===== src/hdl/serial_map.svh =====
// Purpose: Register offsets, field positions, reset values and timing counts for the serial interface.
// Assumes: Byte-wide registers on a plain strobe port; 20 MHz clock.
// Notes: Overview follows.
`ifndef SERIAL_MAP_SVH
`define SERIAL_MAP_SVH
`define OFS_STATUS 3'h0
`define OFS_DATA 3'h1
`define OFS_CTRL_ONE 3'h2
`define OFS_CTRL_TWO 3'h3
`define OFS_BAUD 3'h4
`define OFS_FINE 3'h5
`define CTRL_ONE_RESET 8'h00
`define CTRL_TWO_RESET 8'h00
`define BAUD_RESET 8'h00
`define FINE_RESET 8'h00
`define ST_RX_FULL 5
`define ST_IDLE 4
`define ST_OVERRUN 3
`define ST_NOISE 2
`define ST_FRAMING 1
`define ST_PARITY 0
`define ST_TX_EMPTY 7
`define ST_TX_DONE 6
`define OVS_TICKS 5'h10
`define OVS_MID 5'h08
`endif


===== src/hdl/serial_pkg.sv =====
// Purpose: Types shared by the serial interface.
// Assumes: Constants live in serial_map.svh.
// Notes: None.
package serial_pkg;
    typedef struct packed {
        logic rd;
        logic wr;
        logic [2:0] addr;
        logic [7:0] wdata;
    } reg_req_t;
    typedef struct packed {
        logic ninth_rx;
        logic ninth_tx;
        logic low_power_disable;
        logic word_len9;
        logic wake_addr;
        logic parity_enable;
        logic parity_odd_select;
        logic parity_irq_enable;
    } ctrl_one_t;
    typedef enum logic [1:0] {TX_IDLE, TX_SEND} tx_state_t;
    typedef enum logic [1:0] {RX_IDLE, RX_START, RX_BITS} rx_state_t;
endpackage


===== src/hdl/serial_iface.sv =====
// Purpose: Asynchronous serial transmitter and receiver with status, control and divisor registers.
// Assumes: Plain strobe register port, read data one cycle after the read strobe.
// Notes: Receiver samples at 16 ticks per bit; transmitter shifts at one bit per 16 ticks.
`timescale 1ns/1ps
`include "serial_map.svh"
module serial_iface (
    // Clock and reset
    input wire logic clock,
    input wire logic rst,
    // Register port
    input wire serial_pkg::reg_req_t req,
    output logic [7:0] rdata,
    // Serial pins
    input wire logic rx_data_in,
    output logic tx_data_out,
    output logic sync_clk_out,
    // Interrupt request
    output logic irq
);
    import serial_pkg::*;

    ctrl_one_t ctrl_q;
    logic [7:0] ctrl_two_q;   // 7 tx irq,6 done irq,5 rx irq,4 idle irq,3 tx en,2 rx en,1 last pulse,0 clk en
    logic [7:0] baud_q;       // 7:6 prescaler, 5:3 tx divisor, 2:0 rx divisor
    logic [7:0] fine_q;
    logic [7:0] status_q;
    logic [7:0] rx_buf_q;
    logic [7:0] tx_hold_q;
    logic [7:0] rdata_q;
    logic status_seen_q;
    logic idle_armed_q;

    // Register decode
    wire wr_ctrl_one = req.wr && req.addr == `OFS_CTRL_ONE;
    wire wr_ctrl_two = req.wr && req.addr == `OFS_CTRL_TWO;
    wire wr_baud = req.wr && req.addr == `OFS_BAUD;
    wire wr_fine = req.wr && req.addr == `OFS_FINE;
    wire wr_data = req.wr && req.addr == `OFS_DATA;
    wire rd_status = req.rd && req.addr == `OFS_STATUS;
    wire rd_data = req.rd && req.addr == `OFS_DATA;
    wire clear_seq = rd_data && status_seen_q;

    function automatic logic [7:0] coarse_factor(input logic [1:0] code);
        case (code)
            2'h0: coarse_factor = 8'h01;
            2'h1: coarse_factor = 8'h03;
            2'h2: coarse_factor = 8'h04;
            default: coarse_factor = 8'h0d;
        endcase
    endfunction

    // Divider stop after current byte
    logic tx_busy, rx_busy, stopped_q;
    wire stopped_d = ctrl_q.low_power_disable ? (stopped_q || (!tx_busy && !rx_busy)) : 1'b0;

    // Baud tick generators, sixteenth-bit ticks
    logic [3:0] pre_cnt_q;
    logic pre_tick;
    logic [15:0] tx_div_cnt_q, rx_div_cnt_q;
    wire [7:0] pre_max = coarse_factor(baud_q[7:6]) - 8'h01;
    assign pre_tick = !stopped_q && ({4'h0, pre_cnt_q} == pre_max);
    wire [15:0] tx_pow = 16'h0001 << baud_q[5:3];
    wire [15:0] tx_total = (fine_q == 8'h00) ? tx_pow : 16'(tx_pow * {8'h00, fine_q});
    wire [15:0] rx_total = 16'h0001 << baud_q[2:0];
    wire tx_tick = pre_tick && (tx_div_cnt_q >= tx_total - 16'h0001);
    wire rx_tick = pre_tick && (rx_div_cnt_q >= rx_total - 16'h0001);

    always_ff @(posedge clock) begin
        if (rst) begin
            pre_cnt_q <= 4'h0;
            tx_div_cnt_q <= 16'h0000;
            rx_div_cnt_q <= 16'h0000;
            stopped_q <= 1'b0;
        end else begin
            stopped_q <= stopped_d;
            pre_cnt_q <= (pre_tick || stopped_q) ? 4'h0 : pre_cnt_q + 4'h1;
            if (pre_tick) begin
                tx_div_cnt_q <= tx_tick ? 16'h0000 : tx_div_cnt_q + 16'h0001;
                rx_div_cnt_q <= rx_tick ? 16'h0000 : rx_div_cnt_q + 16'h0001;
            end
        end
    end

    // Pin synchroniser
    logic rx_meta_q, rx_sync_q;
    always_ff @(posedge clock) begin
        if (rst) begin
            rx_meta_q <= 1'b1;
            rx_sync_q <= 1'b1;
        end else begin
            rx_meta_q <= rx_data_in;
            rx_sync_q <= rx_meta_q;
        end
    end

    // Transmitter
    tx_state_t tx_state_q;
    logic [10:0] tx_shift_q;
    logic [3:0] tx_bits_q;
    logic [3:0] tx_sub_q;
    logic tx_empty_q, tx_done_q, tx_line_q, sclk_q;
    logic tx_word9_q;
    wire tx_par_bit = ctrl_q.parity_odd_select ^ (^(ctrl_q.word_len9 ? tx_hold_q : {1'b0, tx_hold_q[6:0]}));
    // Top data bit replaced by parity when enabled
    wire tx_bit8 = ctrl_q.parity_enable ? tx_par_bit : ctrl_q.ninth_tx;
    wire tx_bit7 = (ctrl_q.parity_enable && !ctrl_q.word_len9) ? tx_par_bit : tx_hold_q[7];
    wire [10:0] tx_frame = ctrl_q.word_len9 ? {1'b1, tx_bit8, tx_hold_q, 1'b0}
                                            : {2'b11, tx_bit7, tx_hold_q[6:0], 1'b0};
    wire [3:0] tx_last = tx_word9_q ? 4'ha : 4'h9;
    assign tx_busy = tx_state_q == TX_SEND;
    // Frame starts on a tick so the start bit is as long as every other bit
    wire tx_load = tx_state_q == TX_IDLE && !tx_empty_q && ctrl_two_q[3] && !stopped_q && tx_tick;
    wire tx_data_bit = tx_bits_q != 4'h0 && tx_bits_q != tx_last;
    wire tx_last_data = tx_bits_q == (tx_word9_q ? 4'h9 : 4'h8);
    wire sclk_en = ctrl_two_q[0] && tx_data_bit && (!tx_last_data || ctrl_two_q[1]);

    always_ff @(posedge clock) begin
        if (rst) begin
            tx_state_q <= TX_IDLE;
            tx_shift_q <= 11'h7ff;
            tx_bits_q <= 4'h0;
            tx_sub_q <= 4'h0;
            tx_line_q <= 1'b1;
            sclk_q <= 1'b0;
            tx_word9_q <= 1'b0;
        end else begin
            case (tx_state_q)
                TX_IDLE: begin
                    tx_line_q <= 1'b1;
                    sclk_q <= 1'b0;
                    if (tx_load) begin
                        tx_shift_q <= tx_frame;
                        tx_word9_q <= ctrl_q.word_len9;
                        tx_bits_q <= 4'h0;
                        tx_sub_q <= 4'h0;
                        tx_state_q <= TX_SEND;
                    end
                end
                TX_SEND: begin
                    tx_line_q <= tx_shift_q[0];
                    if (tx_tick) begin
                        tx_sub_q <= tx_sub_q + 4'h1;
                        // Pulse ends at the bit boundary, never spills into stop
                        sclk_q <= sclk_en && tx_sub_q >= 4'h7 && tx_sub_q != 4'hf;
                        if (tx_sub_q == 4'hf) begin
                            tx_shift_q <= {1'b1, tx_shift_q[10:1]};
                            tx_bits_q <= tx_bits_q + 4'h1;
                            if (tx_bits_q == tx_last)
                                tx_state_q <= TX_IDLE;
                        end
                    end
                end
                default: tx_state_q <= TX_IDLE;
            endcase
        end
    end
    wire tx_frame_end = tx_busy && tx_tick && tx_sub_q == 4'hf && tx_bits_q == tx_last;

    always_ff @(posedge clock) begin
        if (rst) begin
            tx_empty_q <= 1'b1;
            tx_done_q <= 1'b1;
            tx_hold_q <= 8'h00;
        end else begin
            if (wr_data) begin
                tx_hold_q <= req.wdata;
                tx_empty_q <= 1'b0;
                tx_done_q <= 1'b0;
            end else if (tx_load) begin
                tx_empty_q <= 1'b1;
            end
            if (tx_frame_end)
                tx_done_q <= 1'b1;
        end
    end

    // Receiver
    rx_state_t rx_state_q;
    logic [3:0] rx_sub_q, rx_bits_q;
    logic [8:0] rx_shift_q;
    logic [2:0] rx_vote_q;
    logic rx_noise_q, rx_word9_q, rx_par_en_q, rx_par_odd_q;
    logic [3:0] idle_cnt_q;
    assign rx_busy = rx_state_q != RX_IDLE;
    wire vote = (rx_vote_q[0] & rx_vote_q[1]) | (rx_vote_q[1] & rx_vote_q[2]) | (rx_vote_q[0] & rx_vote_q[2]);
    wire vote_noisy = (rx_vote_q != 3'h0) && (rx_vote_q != 3'h7);
    wire rx_sample_end = rx_tick && rx_sub_q == 4'ha;
    wire [3:0] rx_nbits = rx_word9_q ? 4'h9 : 4'h8;
    wire rx_word_done = rx_state_q == RX_BITS && rx_sample_end && rx_bits_q == rx_nbits;
    wire [8:0] rx_word = rx_word9_q ? rx_shift_q : {1'b0, rx_shift_q[8:1]};
    wire rx_par_calc = rx_par_odd_q ^ (^rx_word);
    wire rx_par_bad = rx_par_en_q && rx_par_calc;
    wire rx_frame_bad = !vote || (rx_word == 9'h000 && !vote);
    wire overrun_now = rx_word_done && status_q[`ST_RX_FULL] && !clear_seq;
    wire idle_now = idle_cnt_q == 4'ha && rx_tick && rx_sub_q == 4'hf && !rx_busy;

    always_ff @(posedge clock) begin
        if (rst) begin
            rx_state_q <= RX_IDLE;
            rx_sub_q <= 4'h0;
            rx_bits_q <= 4'h0;
            rx_shift_q <= 9'h000;
            rx_vote_q <= 3'h7;
            rx_noise_q <= 1'b0;
            rx_word9_q <= 1'b0;
            rx_par_en_q <= 1'b0;
            rx_par_odd_q <= 1'b0;
            idle_cnt_q <= 4'h0;
        end else if (rx_tick) begin
            rx_sub_q <= rx_sub_q + 4'h1;
            if (rx_sub_q >= 4'h7 && rx_sub_q <= 4'h9)
                rx_vote_q <= {rx_vote_q[1:0], rx_sync_q};
            case (rx_state_q)
                RX_IDLE: begin
                    if (!rx_sync_q && ctrl_two_q[2] && !stopped_q) begin
                        rx_state_q <= RX_START;
                        rx_sub_q <= 4'h1;
                        rx_noise_q <= 1'b0;
                        rx_word9_q <= ctrl_q.word_len9;
                        rx_par_en_q <= ctrl_q.parity_enable;
                        rx_par_odd_q <= ctrl_q.parity_odd_select;
                        idle_cnt_q <= 4'h0;
                    end else if (rx_sub_q == 4'hf && rx_sync_q && idle_cnt_q != 4'ha) begin
                        idle_cnt_q <= idle_cnt_q + 4'h1;
                    end
                end
                RX_START: begin
                    if (rx_sub_q == 4'ha) begin
                        rx_state_q <= vote ? RX_IDLE : RX_BITS; // False start back to idle
                        rx_noise_q <= vote_noisy;
                        rx_bits_q <= 4'h0;
                    end
                end
                RX_BITS: begin
                    if (rx_sub_q == 4'ha) begin
                        rx_noise_q <= rx_noise_q | vote_noisy;
                        if (rx_bits_q == rx_nbits)
                            rx_state_q <= RX_IDLE;
                        else begin
                            rx_shift_q <= {vote, rx_shift_q[8:1]};
                            rx_bits_q <= rx_bits_q + 4'h1;
                        end
                    end
                end
                default: rx_state_q <= RX_IDLE;
            endcase
        end
    end

    // Status flags: set wins over the clear sequence
    always_ff @(posedge clock) begin
        if (rst) begin
            status_q <= 8'h00;
            rx_buf_q <= 8'h00;
            status_seen_q <= 1'b0;
            idle_armed_q <= 1'b0;
            ctrl_q <= `CTRL_ONE_RESET;
        end else begin
            if (rd_status)
                status_seen_q <= 1'b1;
            else if (rd_data)
                status_seen_q <= 1'b0;
            if (wr_ctrl_one)
                ctrl_q <= {ctrl_q.ninth_rx, req.wdata[6:0]};
            if (clear_seq)
                status_q[5:0] <= 6'h00;
            if (idle_now && idle_armed_q && !ctrl_q.wake_addr) begin
                status_q[`ST_IDLE] <= 1'b1;
                idle_armed_q <= 1'b0;
            end
            if (rx_word_done) begin
                idle_armed_q <= 1'b1;
                if (overrun_now) begin
                    status_q[`ST_OVERRUN] <= 1'b1;
                end else begin
                    rx_buf_q <= rx_word[7:0];
                    ctrl_q.ninth_rx <= rx_word[8];
                    status_q[`ST_RX_FULL] <= 1'b1;
                    status_q[`ST_NOISE] <= rx_noise_q | vote_noisy;
                    status_q[`ST_FRAMING] <= rx_frame_bad;
                    status_q[`ST_PARITY] <= rx_par_bad;
                end
            end
        end
    end

    // Other registers
    always_ff @(posedge clock) begin
        if (rst) begin
            ctrl_two_q <= `CTRL_TWO_RESET;
            baud_q <= `BAUD_RESET;
            fine_q <= `FINE_RESET;
        end else begin
            if (wr_ctrl_two)
                ctrl_two_q <= req.wdata;
            if (wr_baud)
                baud_q <= req.wdata;
            if (wr_fine)
                fine_q <= req.wdata;
        end
    end

    // Read mux
    wire [7:0] status_view = {tx_empty_q, tx_done_q, status_q[5:0]};
    wire [7:0] rd_mux = (req.addr == `OFS_STATUS) ? status_view :
                        (req.addr == `OFS_DATA) ? rx_buf_q :
                        (req.addr == `OFS_CTRL_ONE) ? ctrl_q :
                        (req.addr == `OFS_CTRL_TWO) ? ctrl_two_q :
                        (req.addr == `OFS_BAUD) ? baud_q :
                        (req.addr == `OFS_FINE) ? fine_q : 8'h00;
    // Interrupt: rx full/overrun via rx irq enable, idle, parity, tx empty, tx done; noise and framing none
    wire irq_d = (ctrl_two_q[5] && (status_q[`ST_RX_FULL] || status_q[`ST_OVERRUN])) ||
                 (ctrl_two_q[4] && status_q[`ST_IDLE]) ||
                 (ctrl_q.parity_irq_enable && status_q[`ST_PARITY]) ||
                 (ctrl_two_q[7] && tx_empty_q) || (ctrl_two_q[6] && tx_done_q);

    always_ff @(posedge clock) begin
        if (rst) begin
            rdata_q <= 8'h00;
            irq <= 1'b0;
            tx_data_out <= 1'b1;
            sync_clk_out <= 1'b0;
        end else begin
            rdata_q <= req.rd ? rd_mux : 8'h00;
            irq <= irq_d;
            tx_data_out <= stopped_q ? 1'b1 : tx_line_q;
            sync_clk_out <= stopped_q ? 1'b0 : sclk_q;
        end
    end
    assign rdata = rdata_q;
endmodule


===== config.mk =====
export PLATFORM = sky130hd
export DESIGN_NAME = serial_iface
export DESIGN_NICKNAME = d
export VERILOG_FILES = /design/src/hdl/serial_pkg.sv /design/src/hdl/serial_iface.sv
export VERILOG_INCLUDE_DIRS = /design/src /design/src/hdl
export SDC_FILE = /design/constraint.sdc
export NUM_CORES = 1
export LEC_CHECK = 0
export BUFFER_PORTS_ARGS = -buffer_cell sky130_fd_sc_hd__buf_2
export CAP_MARGIN = 5
export CORE_MARGIN = 1.5
export CORE_UTILIZATION = 55
export DETAILED_ROUTE_END_ITERATION = 6
export PLACE_DENSITY_LB_ADDON = 0.05
export REMOVE_ABC_BUFFERS = 1
export SETUP_SLACK_MARGIN = 0.3
export SYNTH_ARGS = -nofsm -noshare
export SYNTH_HDL_FRONTEND = slang
export SYNTH_SLANG_ARGS = --single-unit

===== constraint.sdc =====
create_clock -name clock -period 11.1 [get_ports clock]
set_clock_uncertainty 0.2 [all_clocks]
set_input_delay 2.775 -clock clock [delete_from_list [all_inputs] [get_ports clock]]
set_output_delay 2.775 -clock clock [all_outputs]
set_load 0.05 [all_outputs]

* After elaboration in Yosys (flattened, before gate mapping)
Cells that the tools add are included.
** Cells by class
- $add $sub $neg :: 11
- Multiply operators :: 1
- Magnitude comparators :: 5
- Eq/ne operators :: 31
- Shifts and indexed selects :: 2
- Multiplexer cells :: 69
- Bitwise logic cells :: 12
- Reductions and logical operators :: 104
** Operators with widths (count)
- $mux 8 :: 7
- $logic_and 1x1->1 :: 48
- $mux 16 :: 3
- $mux 4 :: 12
- $mux 11 :: 3
- $add 16x1->16 const B :: 2
- $ge 16x16->1 :: 2
- $shl 1x3->16 const A :: 2
- $sub 16x1->16 const B :: 2
- $add 4x1->4 const B :: 6
- $pmux 4 s2 :: 3
- $pmux 11 s2 :: 1
- $mux 1 :: 20
- $mux 2 :: 10
- $eq 4x4->1 const B :: 4
- $mul 16x8->16 :: 1
- $reduce_bool 2->1 :: 8
- $reduce_and 5->1 :: 3
- $eq 4x4->1 :: 3
- $pmux 4 s3 :: 1
- $reduce_and 4->1 :: 3
- $logic_not 1->1 :: 10
- $mux 10 :: 1
- $ne 2x2->1 const B :: 5
- other kinds (36) :: 75
** Storage, ports and cells
- Bits in registers :: 162
- Output and inout port bits :: 11
- Word-level logic and storage cells :: 281

* Logic depth before layout (Yosys ltp)
- Depth after elaboration :: 13
- Gate-level depth with buffers :: 31
- Mapped depth without buffers :: 27

* Least setup slack after synthesis
No wires, ideal clock.
- Kind :: flip-flop to flip-flop
- Start point :: register baud_q[3]
- End point :: register tx_bits_q[1]
- Library setup time :: 0.126 ns
- Arrival time :: 6.865 ns
- Data required time :: 10.774 ns
- Setup slack :: 3.910 ns
- Stages on the path, launching flop included :: 28
- Cell sequence :: dfxtp_1 -> inv_1 -> nor3b_1 -> nand2_1 -> fa_1 -> fa_1 -> inv_1 -> fa_1 -> inv_1 -> fa_1 -> inv_1 -> ha_1 -> o21ai_0 -> or2_2 -> a311oi_2 -> nand4b_1 -> nor4_1 -> nor3_1 -> a211o_1 -> ha_1 -> nand4_1 -> nor2_1 -> o2111a_1 -> a21o_1 -> clkbuf_1 -> nand3_1 -> buf_2 -> mux2i_1
** On the way
- Cells in the longest elaborated chain, start to end :: 9
- Elaborated cells between the ends (all ways) :: 10
- Classes of those cells :: add/sub: 1; mul: 1; order compare: 1; eq/ne: 2; shift: 1; mux: 1; reduce/logical: 3
** RTL lines
- from (decl) :: line serial_iface.sv:24 : logic [7:0] baud_q;
- from (signal assigned) :: line serial_iface.sv:291 : baud_q <= `BAUD_RESET;
- from (signal assigned) :: line serial_iface.sv:297 : baud_q <= req.wdata;
- $shl 1x3->16 * :: line serial_iface.sv:62 : wire [15:0] tx_pow = 16'h0001 << baud_q[5:3];
- $mul 16x8->16 :: line serial_iface.sv:63 : wire [15:0] tx_total = (fine_q == 8'h00) ? tx_pow : 16'(tx_pow * {8'h00, fine_q});
- $mux 16 * :: line serial_iface.sv:63
- $sub 16x1->16 * :: line serial_iface.sv:65 : wire tx_tick = pre_tick && (tx_div_cnt_q >= tx_total - 16'h0001);
- $ge 16x16->1 * :: line serial_iface.sv:65
- $logic_and 1x1->1 * :: line serial_iface.sv:65
- $logic_and 1x1->1 :: line serial_iface.sv:112 : wire tx_load = tx_state_q == TX_IDLE && !tx_empty_q && ctrl_two_q[3] && !stopped_q && tx_tick;
- $ne 2x2->1 (no source line)
- $reduce_and 4->1 (no source line) *
- to (signal assigned) :: line serial_iface.sv:147 : tx_bits_q <= tx_bits_q + 4'h1;
- to (decl) :: line serial_iface.sv:99 : logic [3:0] tx_bits_q;
Every way passes the cells marked *; elsewhere a longest branch is shown, timed or not.
A chain may end at the register's enable or synchronous reset.

* Worst setup path in the final report
- Start point :: register baud_q[5]
- End point :: register tx_bits_q[0]
The elaborated chain is that of the path after synthesis.

==> flow_summary.yaml <==
logic_synthesis:
  ys.flop_type: "dfxtp_1"
  synth-edff-count: 0
  yosysUniqueCellTypes: 74
  synth_area_leaders: "dfxtp_1, ha_1, fa_1"
  yosysSeqAreaShare_pct: 29.7
  yosys_register_bits: 160
  synth_top_area_share_pct: 29.7
  synth_top_cell_by_area: "dfxtp_1"
  yosysWarnings: 0
  synth_area_um2: 10800
  synth_area_per_cell_um2: 8.44
  synthCells: 1277
  postSynth.asyncResetShare_pct: 0
timing:
  max-slew-margin-rel_pct: 21.9
  finalHoldViolCount: 0
  finalCritPeriodShare_pct: 79.2
  setup_viol_count_final: 0
  rsz0062_at_grt: "no"
  fin_ws_ns: 2.31
  worstMarginPinSlew_ns: 1.17
  maxSlewViolCount: 0
  fin_crit_ns: 8.79
  fmax_mhz: 114
  tns_ns: 0
min_path:
  hold_path_depth: 1
  hold_path.class: "reg -> reg"
  min_from: "tx_line_q$_SDFF_PP1_"
  min_to: "tx_data_out$_SDFF_PP1_"
global_route:
  grt_max_degree: 77
  track_usage_pct: 25.0
  grt_antenna_before_repair: 1
  grt_overflow: 0
  grt_pass1_wl_um: 40300
  grt_pass1_vias: 8082
die:
  rows: 51
  io_pins: 27
  fp.dieW_um: 143
  core_area_um2: 19300
  die_h_um: 143
  die_area_um2: 20400
  initial_utilization_pct: 55.7
worst_setup_path:
  cp_slowest_cell: "nor3b_1"
  crit_chain: "nor3b_1, nand2_1, fa_1, fa_1, inv_1, fa_1, inv_1, fa_1, inv_1, ha_1, o21ai_0, or2_2, a311oi_2, nand4b_1, nor4_1, nor3_1, a211o_1, ha_1, nand4_1, nor2_1, o2111a_1, a21o_1, nand3_1, a32o_1"
  r2r_end: "tx_bits_q[0]$_SDFFE_PP0P_"
  end_kind: "flop"
  path_buf_inv: 3
  r2r_slack_ns: 2.31
  crit_type: "reg -> reg"
  critPathLaunchType: "flop"
  cp.arrival_ns: 8.90
  r2r_start: "baud_q[5]$_SDFFE_PP0P_"
  critical-path-top-delay-family: "simple AND/OR/NAND/NOR gates"
  cp_common_cell: "fa_1"
  cp.required_ns: 11.21
  reg2reg_depth: 24
  crit_path_max_fanout: 20
  cpPeakStageDelay_ns: 1.00
routing:
  avgRoutedWirePerCell_um: 16.1
  drtPass1Iterations: 5
  vias_per_cell: 5.67
  drt_iter0_drc: 497
  drc: 0
  drtAntennaViolNets: 0
  vias: 8770
  routed_wl_um: 25000
clock_network:
  cts_setup_buffers: 0
  clkSlewWorstSetupHoldPaths_ns: 0.06
  clock_path_buffers: 2
  ctsResizeCount: 0
  clockRootBuffer: "clkbuf_16"
  cts_tree: "built"
  cts_sinks: 160
  clock_latency_ns: 0.42
  cts_made_buffers: 17
  cts_hold_buf: 0
  htree_levels: 4
final_layout:
  syn_to_final_growth_pct: 8.22
  num_antenna_cells: 0
  layout-drive-gt1-share_pct: 7.64
  nets: 1404
  fillers: 1812
  layout_commonest_cell: "dfxtp_1"
  final_cell_mix: "dfxtp_1, nor2_1, nand2_1, ha_1, inv_1"
power_and_ir_drop:
  p_leak_nw: 4.91
  p_total_mw: 1.34
  p_per_area_nw_per_um2: 115
  ir_drop_mv: 0.116
status:
  status: "completed"
flow_run:
  drv_cap: 0
placed_design:
  port_buffers: 26
  dp_hpwl_um: 18600
  post-place-ws_ns: 2.41
  globalplace.congestion: 0.859
-- sequential cells by signal, summed over array words and instances, names as in the netlist, 2 cells and up --
register and flops:
status_q 6, rx_sub_q 4, tx_bits_q 4, baud_q 8, rx_div_cnt_q 16, tx_div_cnt_q 16, tx_sub_q 4, rx_shift_q 9
tx_hold_q 8, tx_shift_q 10, rdata 8, rx_vote_q 3, pre_cnt_q 4, rx_bits_q 4, rx_state_q 2, ctrl_two_q 8
idle_cnt_q 4, ctrl_q 8, rx_buf_q 8, fine_q 8
-- layout make-up --
| class | count | area, µm² | share of cell area (%) |
|---|---|---|---|
| Multi-Input combinational cell | 986 | 7070 | 60.6 |
| Sequential cell | 160 | 3200 | 27.5 |
| Clock buffer | 22 | 474 | 4.07 |
| Tap cell | 265 | 332 | 2.84 |
| Inverter | 72 | 270 | 2.32 |
| Timing Repair Buffer | 33 | 185 | 1.59 |
| Clock inverter | 10 | 126 | 1.08 |
-- report_power, final --
group          leakage [nW]  switching [mW]  internal (mW)
registers              1.29          0.0134          0.584
clock network         0.284           0.239          0.352
logic                  3.33          0.0969         0.0530
total                  4.91           0.349          0.990
-- cell families (layout without fill, tap and decap cells) --
family / after synthesis / after routing / synth area share, %
compound gates: 235 / 235 / 14.3
xor+xnor: 57 / 57 / 4.76
flops: 160 / 160 / 29.7
mux: 68 / 68 / 6.56
fa+ha+maj: 120 / 120 / 16.4
buf+inv: 131 / 137 / 4.66
simple gates: 505 / 505 / 23.6
other cells: 1 / 1 / 0.0348
-- worst max-delay path by stage --
| stage | from | to | slack [ns] | cells after the start |
|---|---|---|---|---|
| after global routing | baud_q[5]$_SDFFE_PP0P_ | tx_bits_q[0]$_SDFFE_PP0P_ | 1.64 | 24 |
| after global placement | baud_q[5]$_SDFFE_PP0P_ | tx_bits_q[0]$_SDFFE_PP0P_ | 2.61 | 24 |
| after detailed placement | baud_q[5]$_SDFFE_PP0P_ | tx_bits_q[0]$_SDFFE_PP0P_ | 2.41 | 24 |
| final | baud_q[5]$_SDFFE_PP0P_ | tx_bits_q[0]$_SDFFE_PP0P_ | 2.31 | 24 |
| after CTS | baud_q[5]$_SDFFE_PP0P_ | tx_bits_q[0]$_SDFFE_PP0P_ | 2.38 | 24 |
| after floorplan | baud_q[5]$_SDFFE_PP0P_ | tx_div_cnt_q[10]$_SDFFE_PP0P_ | 3.49 | 24 |
-- stage by stage --
stage / instances / area (µm²) / hold slack (ns) / util, %
after floorplan: 1218 / 10500 / 0.184 / -
after global placement: 1516 / 11100 / 0.189 / 57.2
after detailed placement: 1516 / 11100 / 0.188 / 57.2
after CTS: 1548 / 11700 / 0.202 / 60.3
after global routing: 1548 / 11700 / 0.227 / 60.3
final: 1548 / 11700 / 0.202 / 60.3
-- layer usage --
metal	share of wire, %	up-vias	track usage, %	routed length, µm
li1	-	4419	-	-
met1	46	4171	31.7	11500
met2	49	144	43.9	12200
met3	2.8	34	3.86	694
met4	2.0	2	7.16	498
met5	0.048	-	0	12
-- synth_stat cells, types with 3 or more instances --
| library cell | n |
|---|---|
| nand4b_1 | 3 |
| a211o_1 | 4 |
| o211ai_1 | 9 |
| dfxtp_1 | 160 |
| nor4_1 | 3 |
| nor2_1 | 128 |
| o21bai_1 | 3 |
| nand4_1 | 14 |
| a21oi_1 | 68 |
| nor3b_1 | 6 |
| xnor2_1 | 36 |
| or4_1 | 6 |
| xor2_1 | 20 |
| inv_1 | 72 |
| and3_1 | 18 |
| nand3b_1 | 6 |
| ha_1 | 82 |
| or3_1 | 12 |
| or3b_2 | 3 |
| o21a_1 | 11 |
| clkbuf_1 | 56 |
| mux2_2 | 11 |
| a21o_1 | 11 |
| nor3_1 | 29 |
| mux2i_1 | 56 |
| o21ai_0 | 40 |
| nand2b_1 | 12 |
| o22ai_1 | 8 |
| a211oi_1 | 25 |
| or2_2 | 9 |
| nand3_1 | 37 |
| and2_1 | 68 |
| nor4b_1 | 3 |
| nor2b_1 | 13 |
| a31oi_1 | 12 |
| o21ai_1 | 3 |
| fa_1 | 36 |
| a22oi_1 | 16 |
| and4_1 | 4 |
| nand2_1 | 121 |
(Power assumes the default switching activity.)
